[src/hdl/core_control_pkg.sv]
// constants for the core control register bank
package core_control_pkg;
  // register byte offsets on the avalon slave
  localparam logic [3:0] CORE_CONTROL_OFFSET = 4'h0;
  localparam logic [3:0] PRIORITY_CONTROL_OFFSET = 4'h4;
  // core_control field positions
  localparam int VAR_EXC_POS = 15;
  localparam int SIGN_SEL_LSB = 12;
  localparam int LOOP_TERM_POS = 11;
  localparam int DEPTH_LSB = 8;
  localparam int ACC_A_SAT_POS = 7;
  localparam int ACC_B_SAT_POS = 6;
  localparam int DATA_WR_SAT_POS = 5;
  localparam int SAT_KIND_POS = 4;
  localparam int PRIO_TOP_POS = 3;
  localparam int FRAME_ACTIVE_POS = 2;
  localparam int ROUND_SEL_POS = 1;
  localparam int MUL_MODE_POS = 0;
  // priority_control field positions
  localparam int PRIO_LOWER_LSB = 5;
  localparam int NEST_DIS_POS = 15;
  // reset values
  localparam logic [15:0] CORE_CONTROL_RESET = 16'h0020;
  localparam logic [15:0] PRIORITY_CONTROL_RESET = 16'h0000;
  // loop depth limit
  localparam logic [2:0] DEPTH_MAX = 3'h7;
  // avalon slave handshake states
  typedef enum logic [1:0] {
    st_idle = 2'b01,
    st_ack = 2'b10
  } slave_state_e;
endpackage

[src/hdl/core_control.sv]
// core control register bank with avalon-mm access
//
// The register offsets and the Avalon-MM slave port were chosen for this implementation.
`timescale 1ns/1ns
module core_control (
  input wire logic core_clk,
  input wire logic rst_b,
  input wire logic [3:0] address,
  input wire logic read,
  input wire logic write,
  input wire logic [31:0] writedata,
  input wire logic [3:0] byteenable,
  output logic [31:0] readdata,
  output logic waitrequest,
  input wire logic loop_enter,
  input wire logic loop_exit,
  input wire logic loop_iteration_end,
  input wire logic priority_top_set,
  input wire logic stack_frame_set,
  input wire logic stack_frame_clear,
  output logic variable_exception_en,
  output logic [1:0] dsp_multiply_sign_select,
  output logic loop_terminate_req,
  output logic [2:0] loop_nesting_depth,
  output logic acc_a_saturate_en,
  output logic acc_b_saturate_en,
  output logic data_write_saturate_en,
  output logic accumulator_saturation_kind,
  output logic priority_top_bit,
  output logic [3:0] cpu_priority_level,
  output logic user_irq_disable,
  output logic frame_stack_full_range,
  output logic rounding_select,
  output logic integer_multiply_mode
);
  import core_control_pkg::*;

  ////////////////////////////////////////////////////////////////////////
  // storage
  logic [2:0] priority_lower_bits; // mirror of cpu_flags_register 7:5
  logic nested_interrupt_disable; // locks the lower priority bits
  logic stack_frame_active; // frame status flag
  logic commit_write; // write takes effect this edge
  logic [15:0] read_value; // word selected for read
  logic [2:0] depth; // tracker output

  // byte-lane qualified write strobes per register
  wire sel_ctrl = (address == CORE_CONTROL_OFFSET); // core_control hit
  wire sel_prio = (address == PRIORITY_CONTROL_OFFSET); // priority hit
  wire ctrl_lo = commit_write & sel_ctrl & byteenable[0]; // bits 7:0
  wire ctrl_hi = commit_write & sel_ctrl & byteenable[1]; // bits 15:8
  wire prio_lo = commit_write & sel_prio & byteenable[0]; // bits 7:0
  wire prio_hi = commit_write & sel_prio & byteenable[1]; // bits 15:8

  // loop termination request from software
  wire term_write = ctrl_hi & writedata[LOOP_TERM_POS];
  // lower bits writable only when nesting is allowed
  wire lower_write = prio_lo & ~nested_interrupt_disable;
  // top bit is clear-only from software
  wire top_clear = ctrl_lo & ~writedata[PRIO_TOP_POS];

  ////////////////////////////////////////////////////////////////////////
  // read words
  wire [15:0] ctrl_word = {
    variable_exception_en,
    1'b0, // unimplemented
    dsp_multiply_sign_select,
    1'b0, // loop termination reads zero
    depth,
    acc_a_saturate_en,
    acc_b_saturate_en,
    data_write_saturate_en,
    accumulator_saturation_kind,
    priority_top_bit,
    stack_frame_active,
    rounding_select,
    integer_multiply_mode
  };
  wire [15:0] prio_word = {
    nested_interrupt_disable,
    7'h00,
    priority_lower_bits,
    5'h00
  };
  // unmapped addresses read zero
  assign read_value = sel_ctrl ? ctrl_word : (sel_prio ? prio_word : 16'h0000);

  ////////////////////////////////////////////////////////////////////////
  // bus slave
  avmm_wait_slave u_slave (
    .core_clk(core_clk),
    .rst_b(rst_b),
    .read(read),
    .write(write),
    .read_value(read_value),
    .readdata(readdata),
    .waitrequest(waitrequest),
    .commit_write(commit_write)
  );

  ////////////////////////////////////////////////////////////////////////
  // loop nesting counter
  loop_depth_tracker u_depth (
    .core_clk(core_clk),
    .rst_b(rst_b),
    .loop_enter(loop_enter),
    .loop_exit(loop_exit),
    .depth(depth)
  );
  assign loop_nesting_depth = depth;

  ////////////////////////////////////////////////////////////////////////
  // upper byte of core_control
  always_ff @(posedge core_clk or negedge rst_b) begin
    if (!rst_b) begin
      variable_exception_en <= CORE_CONTROL_RESET[VAR_EXC_POS];
      dsp_multiply_sign_select <= CORE_CONTROL_RESET[SIGN_SEL_LSB +: 2];
    end else if (ctrl_hi) begin
      variable_exception_en <= writedata[VAR_EXC_POS];
      dsp_multiply_sign_select <= writedata[SIGN_SEL_LSB +: 2];
    end
  end

  ////////////////////////////////////////////////////////////////////////
  // lower byte of core_control, plain read/write fields
  always_ff @(posedge core_clk or negedge rst_b) begin
    if (!rst_b) begin
      acc_a_saturate_en <= CORE_CONTROL_RESET[ACC_A_SAT_POS];
      acc_b_saturate_en <= CORE_CONTROL_RESET[ACC_B_SAT_POS];
      data_write_saturate_en <= CORE_CONTROL_RESET[DATA_WR_SAT_POS];
      accumulator_saturation_kind <= CORE_CONTROL_RESET[SAT_KIND_POS];
      rounding_select <= CORE_CONTROL_RESET[ROUND_SEL_POS];
      integer_multiply_mode <= CORE_CONTROL_RESET[MUL_MODE_POS];
    end else if (ctrl_lo) begin
      acc_a_saturate_en <= writedata[ACC_A_SAT_POS];
      acc_b_saturate_en <= writedata[ACC_B_SAT_POS];
      data_write_saturate_en <= writedata[DATA_WR_SAT_POS];
      accumulator_saturation_kind <= writedata[SAT_KIND_POS];
      rounding_select <= writedata[ROUND_SEL_POS];
      integer_multiply_mode <= writedata[MUL_MODE_POS];
    end
  end

  ////////////////////////////////////////////////////////////////////////
  // loop termination request, held until the iteration ends or the depth reaches zero
  always_ff @(posedge core_clk or negedge rst_b) begin
    if (!rst_b) begin
      loop_terminate_req <= 1'b0;
    end else if (term_write && depth != 3'h0) begin
      loop_terminate_req <= 1'b1; // set wins over the clear
    end else if (loop_iteration_end || depth == 3'h0) begin
      loop_terminate_req <= 1'b0; // iteration done or no loop left
    end
  end

  ////////////////////////////////////////////////////////////////////////
  // priority top bit: hardware sets, software clears
  always_ff @(posedge core_clk or negedge rst_b) begin
    if (!rst_b) begin
      priority_top_bit <= CORE_CONTROL_RESET[PRIO_TOP_POS];
    end else if (priority_top_set) begin
      priority_top_bit <= 1'b1; // set wins over clear
    end else if (top_clear) begin
      priority_top_bit <= 1'b0;
    end
  end

  ////////////////////////////////////////////////////////////////////////
  // stack frame flag, read-only to software
  always_ff @(posedge core_clk or negedge rst_b) begin
    if (!rst_b) begin
      stack_frame_active <= CORE_CONTROL_RESET[FRAME_ACTIVE_POS];
    end else if (stack_frame_set) begin
      stack_frame_active <= 1'b1;
    end else if (stack_frame_clear) begin
      stack_frame_active <= 1'b0;
    end
  end
  // full range ignores the read page; clear keeps base space
  assign frame_stack_full_range = stack_frame_active;

  ////////////////////////////////////////////////////////////////////////
  // priority_control register
  always_ff @(posedge core_clk or negedge rst_b) begin
    if (!rst_b) begin
      priority_lower_bits <= PRIORITY_CONTROL_RESET[PRIO_LOWER_LSB +: 3];
      nested_interrupt_disable <= PRIORITY_CONTROL_RESET[NEST_DIS_POS];
    end else begin
      if (lower_write) begin
        priority_lower_bits <= writedata[PRIO_LOWER_LSB +: 3];
      end
      if (prio_hi) begin
        nested_interrupt_disable <= writedata[NEST_DIS_POS];
      end
    end
  end

  // level is top bit above the three lower bits
  assign cpu_priority_level = {priority_top_bit, priority_lower_bits};
  // levels eight and up shut out user interrupts
  assign user_irq_disable = priority_top_bit;

  ////////////////////////////////////////////////////////////////////////
  // checks
  property p_term_reads_zero;
    @(posedge core_clk) disable iff (!rst_b)
    (!waitrequest && read) |-> readdata[11] == 1'b0;
  endproperty
  a_term_reads_zero: assert property (p_term_reads_zero)
    else $error("termination bit read as one");

  property p_term_set;
    @(posedge core_clk) disable iff (!rst_b)
    (commit_write && sel_ctrl && byteenable[1] && writedata[11] && depth != 3'h0)
      |=> loop_terminate_req;
  endproperty
  a_term_set: assert property (p_term_set)
    else $error("termination not requested");

  property p_term_zero_no_effect;
    @(posedge core_clk) disable iff (!rst_b)
    (!loop_terminate_req && !(commit_write && sel_ctrl && writedata[11]))
      |=> !loop_terminate_req;
  endproperty
  a_term_zero_no_effect: assert property (p_term_zero_no_effect)
    else $error("termination rose without a one write");

  property p_level_join;
    @(posedge core_clk) disable iff (!rst_b)
    lower_write |=> cpu_priority_level[2:0] == $past(writedata[7:5]);
  endproperty
  a_level_join: assert property (p_level_join)
    else $error("priority level does not hold the written bits");

  property p_lower_locked;
    @(posedge core_clk) disable iff (!rst_b)
    nested_interrupt_disable |=> $stable(cpu_priority_level[2:0]);
  endproperty
  a_lower_locked: assert property (p_lower_locked)
    else $error("locked priority bits changed");

  // hardware set lifts the level to eight and up and gates user interrupts
  property p_user_irq;
    @(posedge core_clk) disable iff (!rst_b)
    priority_top_set |=> user_irq_disable && cpu_priority_level[3];
  endproperty
  a_user_irq: assert property (p_user_irq)
    else $error("user interrupt gate wrong for level");

  property p_round_sel;
    @(posedge core_clk) disable iff (!rst_b)
    ctrl_lo |=> rounding_select == $past(writedata[ROUND_SEL_POS]);
  endproperty
  a_round_sel: assert property (p_round_sel)
    else $error("rounding select not taken");

  property p_mul_mode;
    @(posedge core_clk) disable iff (!rst_b)
    ctrl_lo |=> integer_multiply_mode == $past(writedata[0]);
  endproperty
  a_mul_mode: assert property (p_mul_mode)
    else $error("multiply mode not taken");

  property p_frame_range;
    @(posedge core_clk) disable iff (!rst_b)
    (stack_frame_set |=> frame_stack_full_range)
      and (stack_frame_clear && !stack_frame_set |=> !frame_stack_full_range);
  endproperty
  a_frame_range: assert property (p_frame_range)
    else $error("frame range flag wrong");

  // software writes never move the frame flag
  property p_frame_ro;
    @(posedge core_clk) disable iff (!rst_b)
    (!stack_frame_set && !stack_frame_clear) |=> $stable(stack_frame_active);
  endproperty
  a_frame_ro: assert property (p_frame_ro)
    else $error("frame flag moved without a hardware pulse");

  // a zero write clears the top bit unless hardware sets it
  property p_top_clear;
    @(posedge core_clk) disable iff (!rst_b)
    (top_clear && !priority_top_set) |=> !priority_top_bit && !user_irq_disable;
  endproperty
  a_top_clear: assert property (p_top_clear)
    else $error("top priority bit not cleared");

  // pending termination drops at the iteration boundary
  property p_term_clears;
    @(posedge core_clk) disable iff (!rst_b)
    (loop_terminate_req && loop_iteration_end && !term_write) |=> !loop_terminate_req;
  endproperty
  a_term_clears: assert property (p_term_clears)
    else $error("termination held past the iteration end");

  // a locked write leaves the lower bits alone
  property p_lower_write_blocked;
    @(posedge core_clk) disable iff (!rst_b)
    (prio_lo && nested_interrupt_disable) |=> $stable(priority_lower_bits);
  endproperty
  a_lower_write_blocked: assert property (p_lower_write_blocked)
    else $error("locked priority bits took a write");

  // the bus acknowledge lasts a single cycle
  property p_ack_one_cycle;
    @(posedge core_clk) disable iff (!rst_b)
    !waitrequest |=> waitrequest;
  endproperty
  a_ack_one_cycle: assert property (p_ack_one_cycle)
    else $error("waitrequest low for more than one cycle");
endmodule // core_control

[src/hdl/avmm_wait_slave.sv]
// avalon-mm slave handshake with one wait state
`timescale 1ns/1ns
module avmm_wait_slave (
  input wire logic core_clk,
  input wire logic rst_b,
  input wire logic read,
  input wire logic write,
  input wire logic [15:0] read_value,
  output logic [31:0] readdata,
  output logic waitrequest,
  output logic commit_write
);
  import core_control_pkg::*;

  slave_state_e state; // handshake state
  slave_state_e next_state; // next handshake state
  wire request = read | write; // any access pending

  // idle -> ack on a request, ack -> idle always
  assign next_state = (state == st_idle && request) ? st_ack : st_idle;
  // a write lands at the edge where waitrequest is sampled low
  assign commit_write = write & ~waitrequest;

  ////////////////////////////////////////////////////////////////////////
  // state, waitrequest and read data flops
  always_ff @(posedge core_clk or negedge rst_b) begin
    if (!rst_b) begin
      state <= st_idle;
      waitrequest <= 1'b1;
      readdata <= 32'h0;
    end else begin
      state <= next_state;
      waitrequest <= ~(next_state == st_ack); // low only in the ack cycle
      if (state == st_idle && request) begin
        readdata <= {16'h0, read_value}; // upper half reads zero
      end
    end
  end
endmodule // avmm_wait_slave

[src/hdl/loop_depth_tracker.sv]
// active hardware loop nesting counter
`timescale 1ns/1ns
module loop_depth_tracker (
  input wire logic core_clk,
  input wire logic rst_b,
  input wire logic loop_enter,
  input wire logic loop_exit,
  output logic [2:0] depth
);
  import core_control_pkg::*;

  wire go_up = loop_enter & ~loop_exit & (depth != DEPTH_MAX); // entry only
  wire go_down = loop_exit & ~loop_enter & (depth != 3'h0); // exit only
  logic [2:0] next_depth; // depth after this cycle

  // saturating step; enter and exit together cancel
  assign next_depth = go_up ? 3'(depth + 3'h1) :
                      go_down ? 3'(depth - 3'h1) : depth;

  ////////////////////////////////////////////////////////////////////////
  // depth register
  always_ff @(posedge core_clk or negedge rst_b) begin
    if (!rst_b) begin
      depth <= 3'h0;
    end else begin
      depth <= next_depth;
    end
  end

  ////////////////////////////////////////////////////////////////////////
  // checks
  property p_depth_up;
    @(posedge core_clk) disable iff (!rst_b)
    (loop_enter && !loop_exit && depth != 3'h7) |=> depth == 3'($past(depth) + 3'h1);
  endproperty
  a_depth_up: assert property (p_depth_up) else $error("depth did not rise");

  property p_depth_down;
    @(posedge core_clk) disable iff (!rst_b)
    (loop_exit && !loop_enter && depth != 3'h0) |=> depth == 3'($past(depth) - 3'h1);
  endproperty
  a_depth_down: assert property (p_depth_down) else $error("depth did not fall");
endmodule // loop_depth_tracker

[config.mk]
export PLATFORM = sky130hd
export DESIGN_NAME = core_control
export DESIGN_NICKNAME = d
export VERILOG_FILES = /design/src/hdl/core_control_pkg.sv /design/src/hdl/core_control.sv /design/src/hdl/avmm_wait_slave.sv /design/src/hdl/loop_depth_tracker.sv
export SDC_FILE = /design/constraint.sdc
export NUM_CORES = 1
export LEC_CHECK = 0
export BUFFER_PORTS_ARGS = -buffer_cell sky130_fd_sc_hd__buf_4
export CAP_MARGIN = 20
export CORE_UTILIZATION = 25
export DETAILED_ROUTE_END_ITERATION = 10
export PLACE_DENSITY = 0.6
export SYNTH_ARGS = -nofsm -noshare
export SYNTH_HDL_FRONTEND = slang
export SYNTH_SLANG_ARGS = --single-unit
[constraint.sdc]
create_clock -name core_clk -period 2.3 [get_ports core_clk]
set_input_delay 0.115 -clock core_clk [delete_from_list [all_inputs] [get_ports core_clk]]
set_output_delay 0.115 -clock core_clk [all_outputs]
set_load 0.02 [all_outputs]
==> qor.csv <==
metric,value,unit
run_status,completed,
slew_viol_final,0,
leakage,1.23,nW
layout-drive-gt1-share,38.6,%
ys_types,41,
antenna_found_initial,0,
htreeDepth,2,
max-clock-path-buffers,2,
setup.worst_path.end_class,flip-flop,
cp.required,2.45,ns
hold_class,in -> reg,
cts_tree,built,
ys_ff_latch,35,
slowest_stage,fa_1,
r2r-end,u_depth.depth[1]$_DFFE_PN0P_,
cts_buffers,5,
cpPeakStageDelay,0.51,ns
num_io_pins,103,
hold_depth,2,
worst_slack,0.422,ns
timing.final.crit_share,81.7,%
skew,0.00617,ns
r2r_slack,0.42,ns
synth_top_area_share,45.7,%
critPathBufInv,1,
core,0.00691,sq mm
min_period,1.88,ns
maxCapViolCount,0,
start_util,26.2,%
grt_max_degree,36,
synthFlopType,dfrtp_1,
gp_congestion,0.706,
grt_usage,10.7,%
min_from,writedata[4],
synthTopCellsByCount,"33 x dfrtp_1, 21 x buf_4, 14 x mux2i_1, 13 x inv_1, 11 x nand2_1",
worstSkewPairLatency,0.28,ns
overflow,0,
worst_slew_pin_slew,0.981,ns
finalSetupViolations,0,
path_max_fanout,8,
die_y,87.0,um
drc,0,
max_slew_margin,34.4,%
p_per_area,857,mW/mm^2
ys_warn_count,0,
peakVddDrop,0.366,mV
timing.fmax,532,MHz
hold_end,accumulator_saturation_kind$_DFFE_PN0P_,
synth.most_common_cell,dfrtp_1,
cp_top_family,adder cells,
synth-seq-area-share,48.6,%
crit_chain,buf_4 -> fa_1 -> mux2_2 -> a222oi_1 -> nand2_1,
n_antenna_cell,0,
die_w,87.0,um
num_rows,30,
dp_slack,0.408,ns
areaGrowthSynthToFinish,32.2,%
grt_pass1_vias,1218,
placedCellCount,309,
first_pass_iters,4,
ff2ff_path_depth,5,
instances_no_fill,319,
cts_root_buffer,clkbuf_8,
routedWlPerCell,12.1,um
vias,1322,
ys_top_cells_by_area,"dfrtp_1 46%, buf_4 8.7%, mux2i_1 7.8%",
tns,0,ns
r2r_start,u_depth.depth[0]$_DFFE_PN0P_,
grt_first_pass_wirelength,6060,um
async_flop_share,100,%
syn_avg_cell_area,11.4,sq um
synthCells,159,
viasPerCell,4.14,
synth.cell_area,0.00181,sq mm
ant_nets,0,
drt_iter0_markers,46,
hold_violations,0,
fillers,727,
drt-total-wl,3850,um
rsz0062_at_grt,false,
clock_sinks,35,
crit_start,u_depth.depth[0]$_DFFE_PN0P_,
start_kind,flip-flop,
io_buffers,61,
dieArea,0.00758,sq mm
place_hpwl,2830,um
clkTransAtPathRegs,0.07,ns
synth_edf_count,0,
layout.nets,273,
arrival,2.03,ns
yosysTopAreaCell,dfrtp_1,
critical_path_class,reg -> reg,
[per-layer routing]
layer	up-vias	wire, um	GRT usage (%)	part of all wire (%)
met5	-	0	0	0
met4	0	52	4.09	1.3
met3	7	275	3.51	7.1
met2	53	1810	16.1	47
met1	626	1720	14.2	45
li1	636	-	-	-
[where the power goes]
part	switching (mW)	internal (mW)
clock network	0.222	0.207
registers	0.0762	0.731
logic	0.436	0.375
[per-stage QoR]
step	area (sq um)	total power, mW	hold slack (ns)	util, %
floorplan	1870	1.35	-0.181	-
global placement	2290	1.63	0.0990	33.1
detailed placement	2290	1.64	0.104	33.1
CTS	2390	2.09	0.0335	34.6
global route	2390	2.19	0.0307	34.6
finish	2390	2.05	0.0435	34.6
[logic make-up (layout without fill, tap and decap cells)]
group                    after synthesis  count (layout)  share of synthesized area, %
buffers and inverters                 41              88                          13.4
flip-flops                            35              35                          48.6
AND/OR/NAND/NOR                       33              33                          11.4
multiplexers                          28              28                          16.5
AO/OA/AOI/OAI                         20              20                          8.79
adder cells (fa/ha/maj)                1               1                          1.11
other                                  1              18                         0.207
[worst reg2reg max path, stage by stage (launching register included)]
cell	delay (ns)
dfrtp_1	0.42
buf_4	0.18
fa_1	0.51
mux2_2	0.28
a222oi_1	0.27
nand2_1	0.10
[placed cells by master (no fill, tap or decap), types with 4 or more instances in the layout]
cell type | synthesis | final
mux2i_1 | 14 | 14
mux2_1 | 6 | 6
buf_4 | 21 | 65
o2bb2ai_1 | 4 | 4
inv_1 | 13 | 13
dfrtp_1 | 33 | 33
nand2_1 | 11 | 11
clkbuf_8 | 0 | 5
conb_1 | 1 | 18
mux2_2 | 8 | 8
[area by class of cell]
class	count	area [sq um]	share of cell area (%)
flip-flops and latches	35	878	36.8
multi-input cells	100	751	31.4
repair buffers	67	508	21.3
well taps	96	120	5.03
clock buffers	5	68.8	2.88
inverters	13	48.8	2.04
clock inverters	3	15.0	0.628
[worst max-delay path by stage]
stage                                    to  cells after the start
2_1_floorplan  u_depth.depth[1]$_DFFE_PN0P_                      6
3_3_place_gp   u_depth.depth[1]$_DFFE_PN0P_                      7
3_5_place_dp   u_depth.depth[1]$_DFFE_PN0P_                      7
4_1_cts        u_depth.depth[1]$_DFFE_PN0P_                      5
5_1_grt        u_depth.depth[1]$_DFFE_PN0P_                      5
6_report       u_depth.depth[1]$_DFFE_PN0P_                      5
[flip-flops by register name (all words and copies together), names as in the netlist]
register and cells:
acc_a_saturate_en 1, acc_b_saturate_en 1, accumulator_saturation_kind 1, data_write_saturate_en 1, dsp_multiply_sign_select 2, frame_stack_full_range 1, integer_multiply_mode 1, loop_terminate_req 1
nested_interrupt_disable 1, priority_lower_bits 3, priority_top_bit 1, rounding_select 1, u_depth.depth 3, u_slave.readdata 14, u_slave.state 2, variable_exception_en 1
[repair_timing]
action                                 4_1_cts  5_1_grt
resized for setup                            0        0
setup buffers                                0        0
hold buffers                                 2        0
endpoints found under the hold margin       34        0
(Power assumes the default switching activity.)
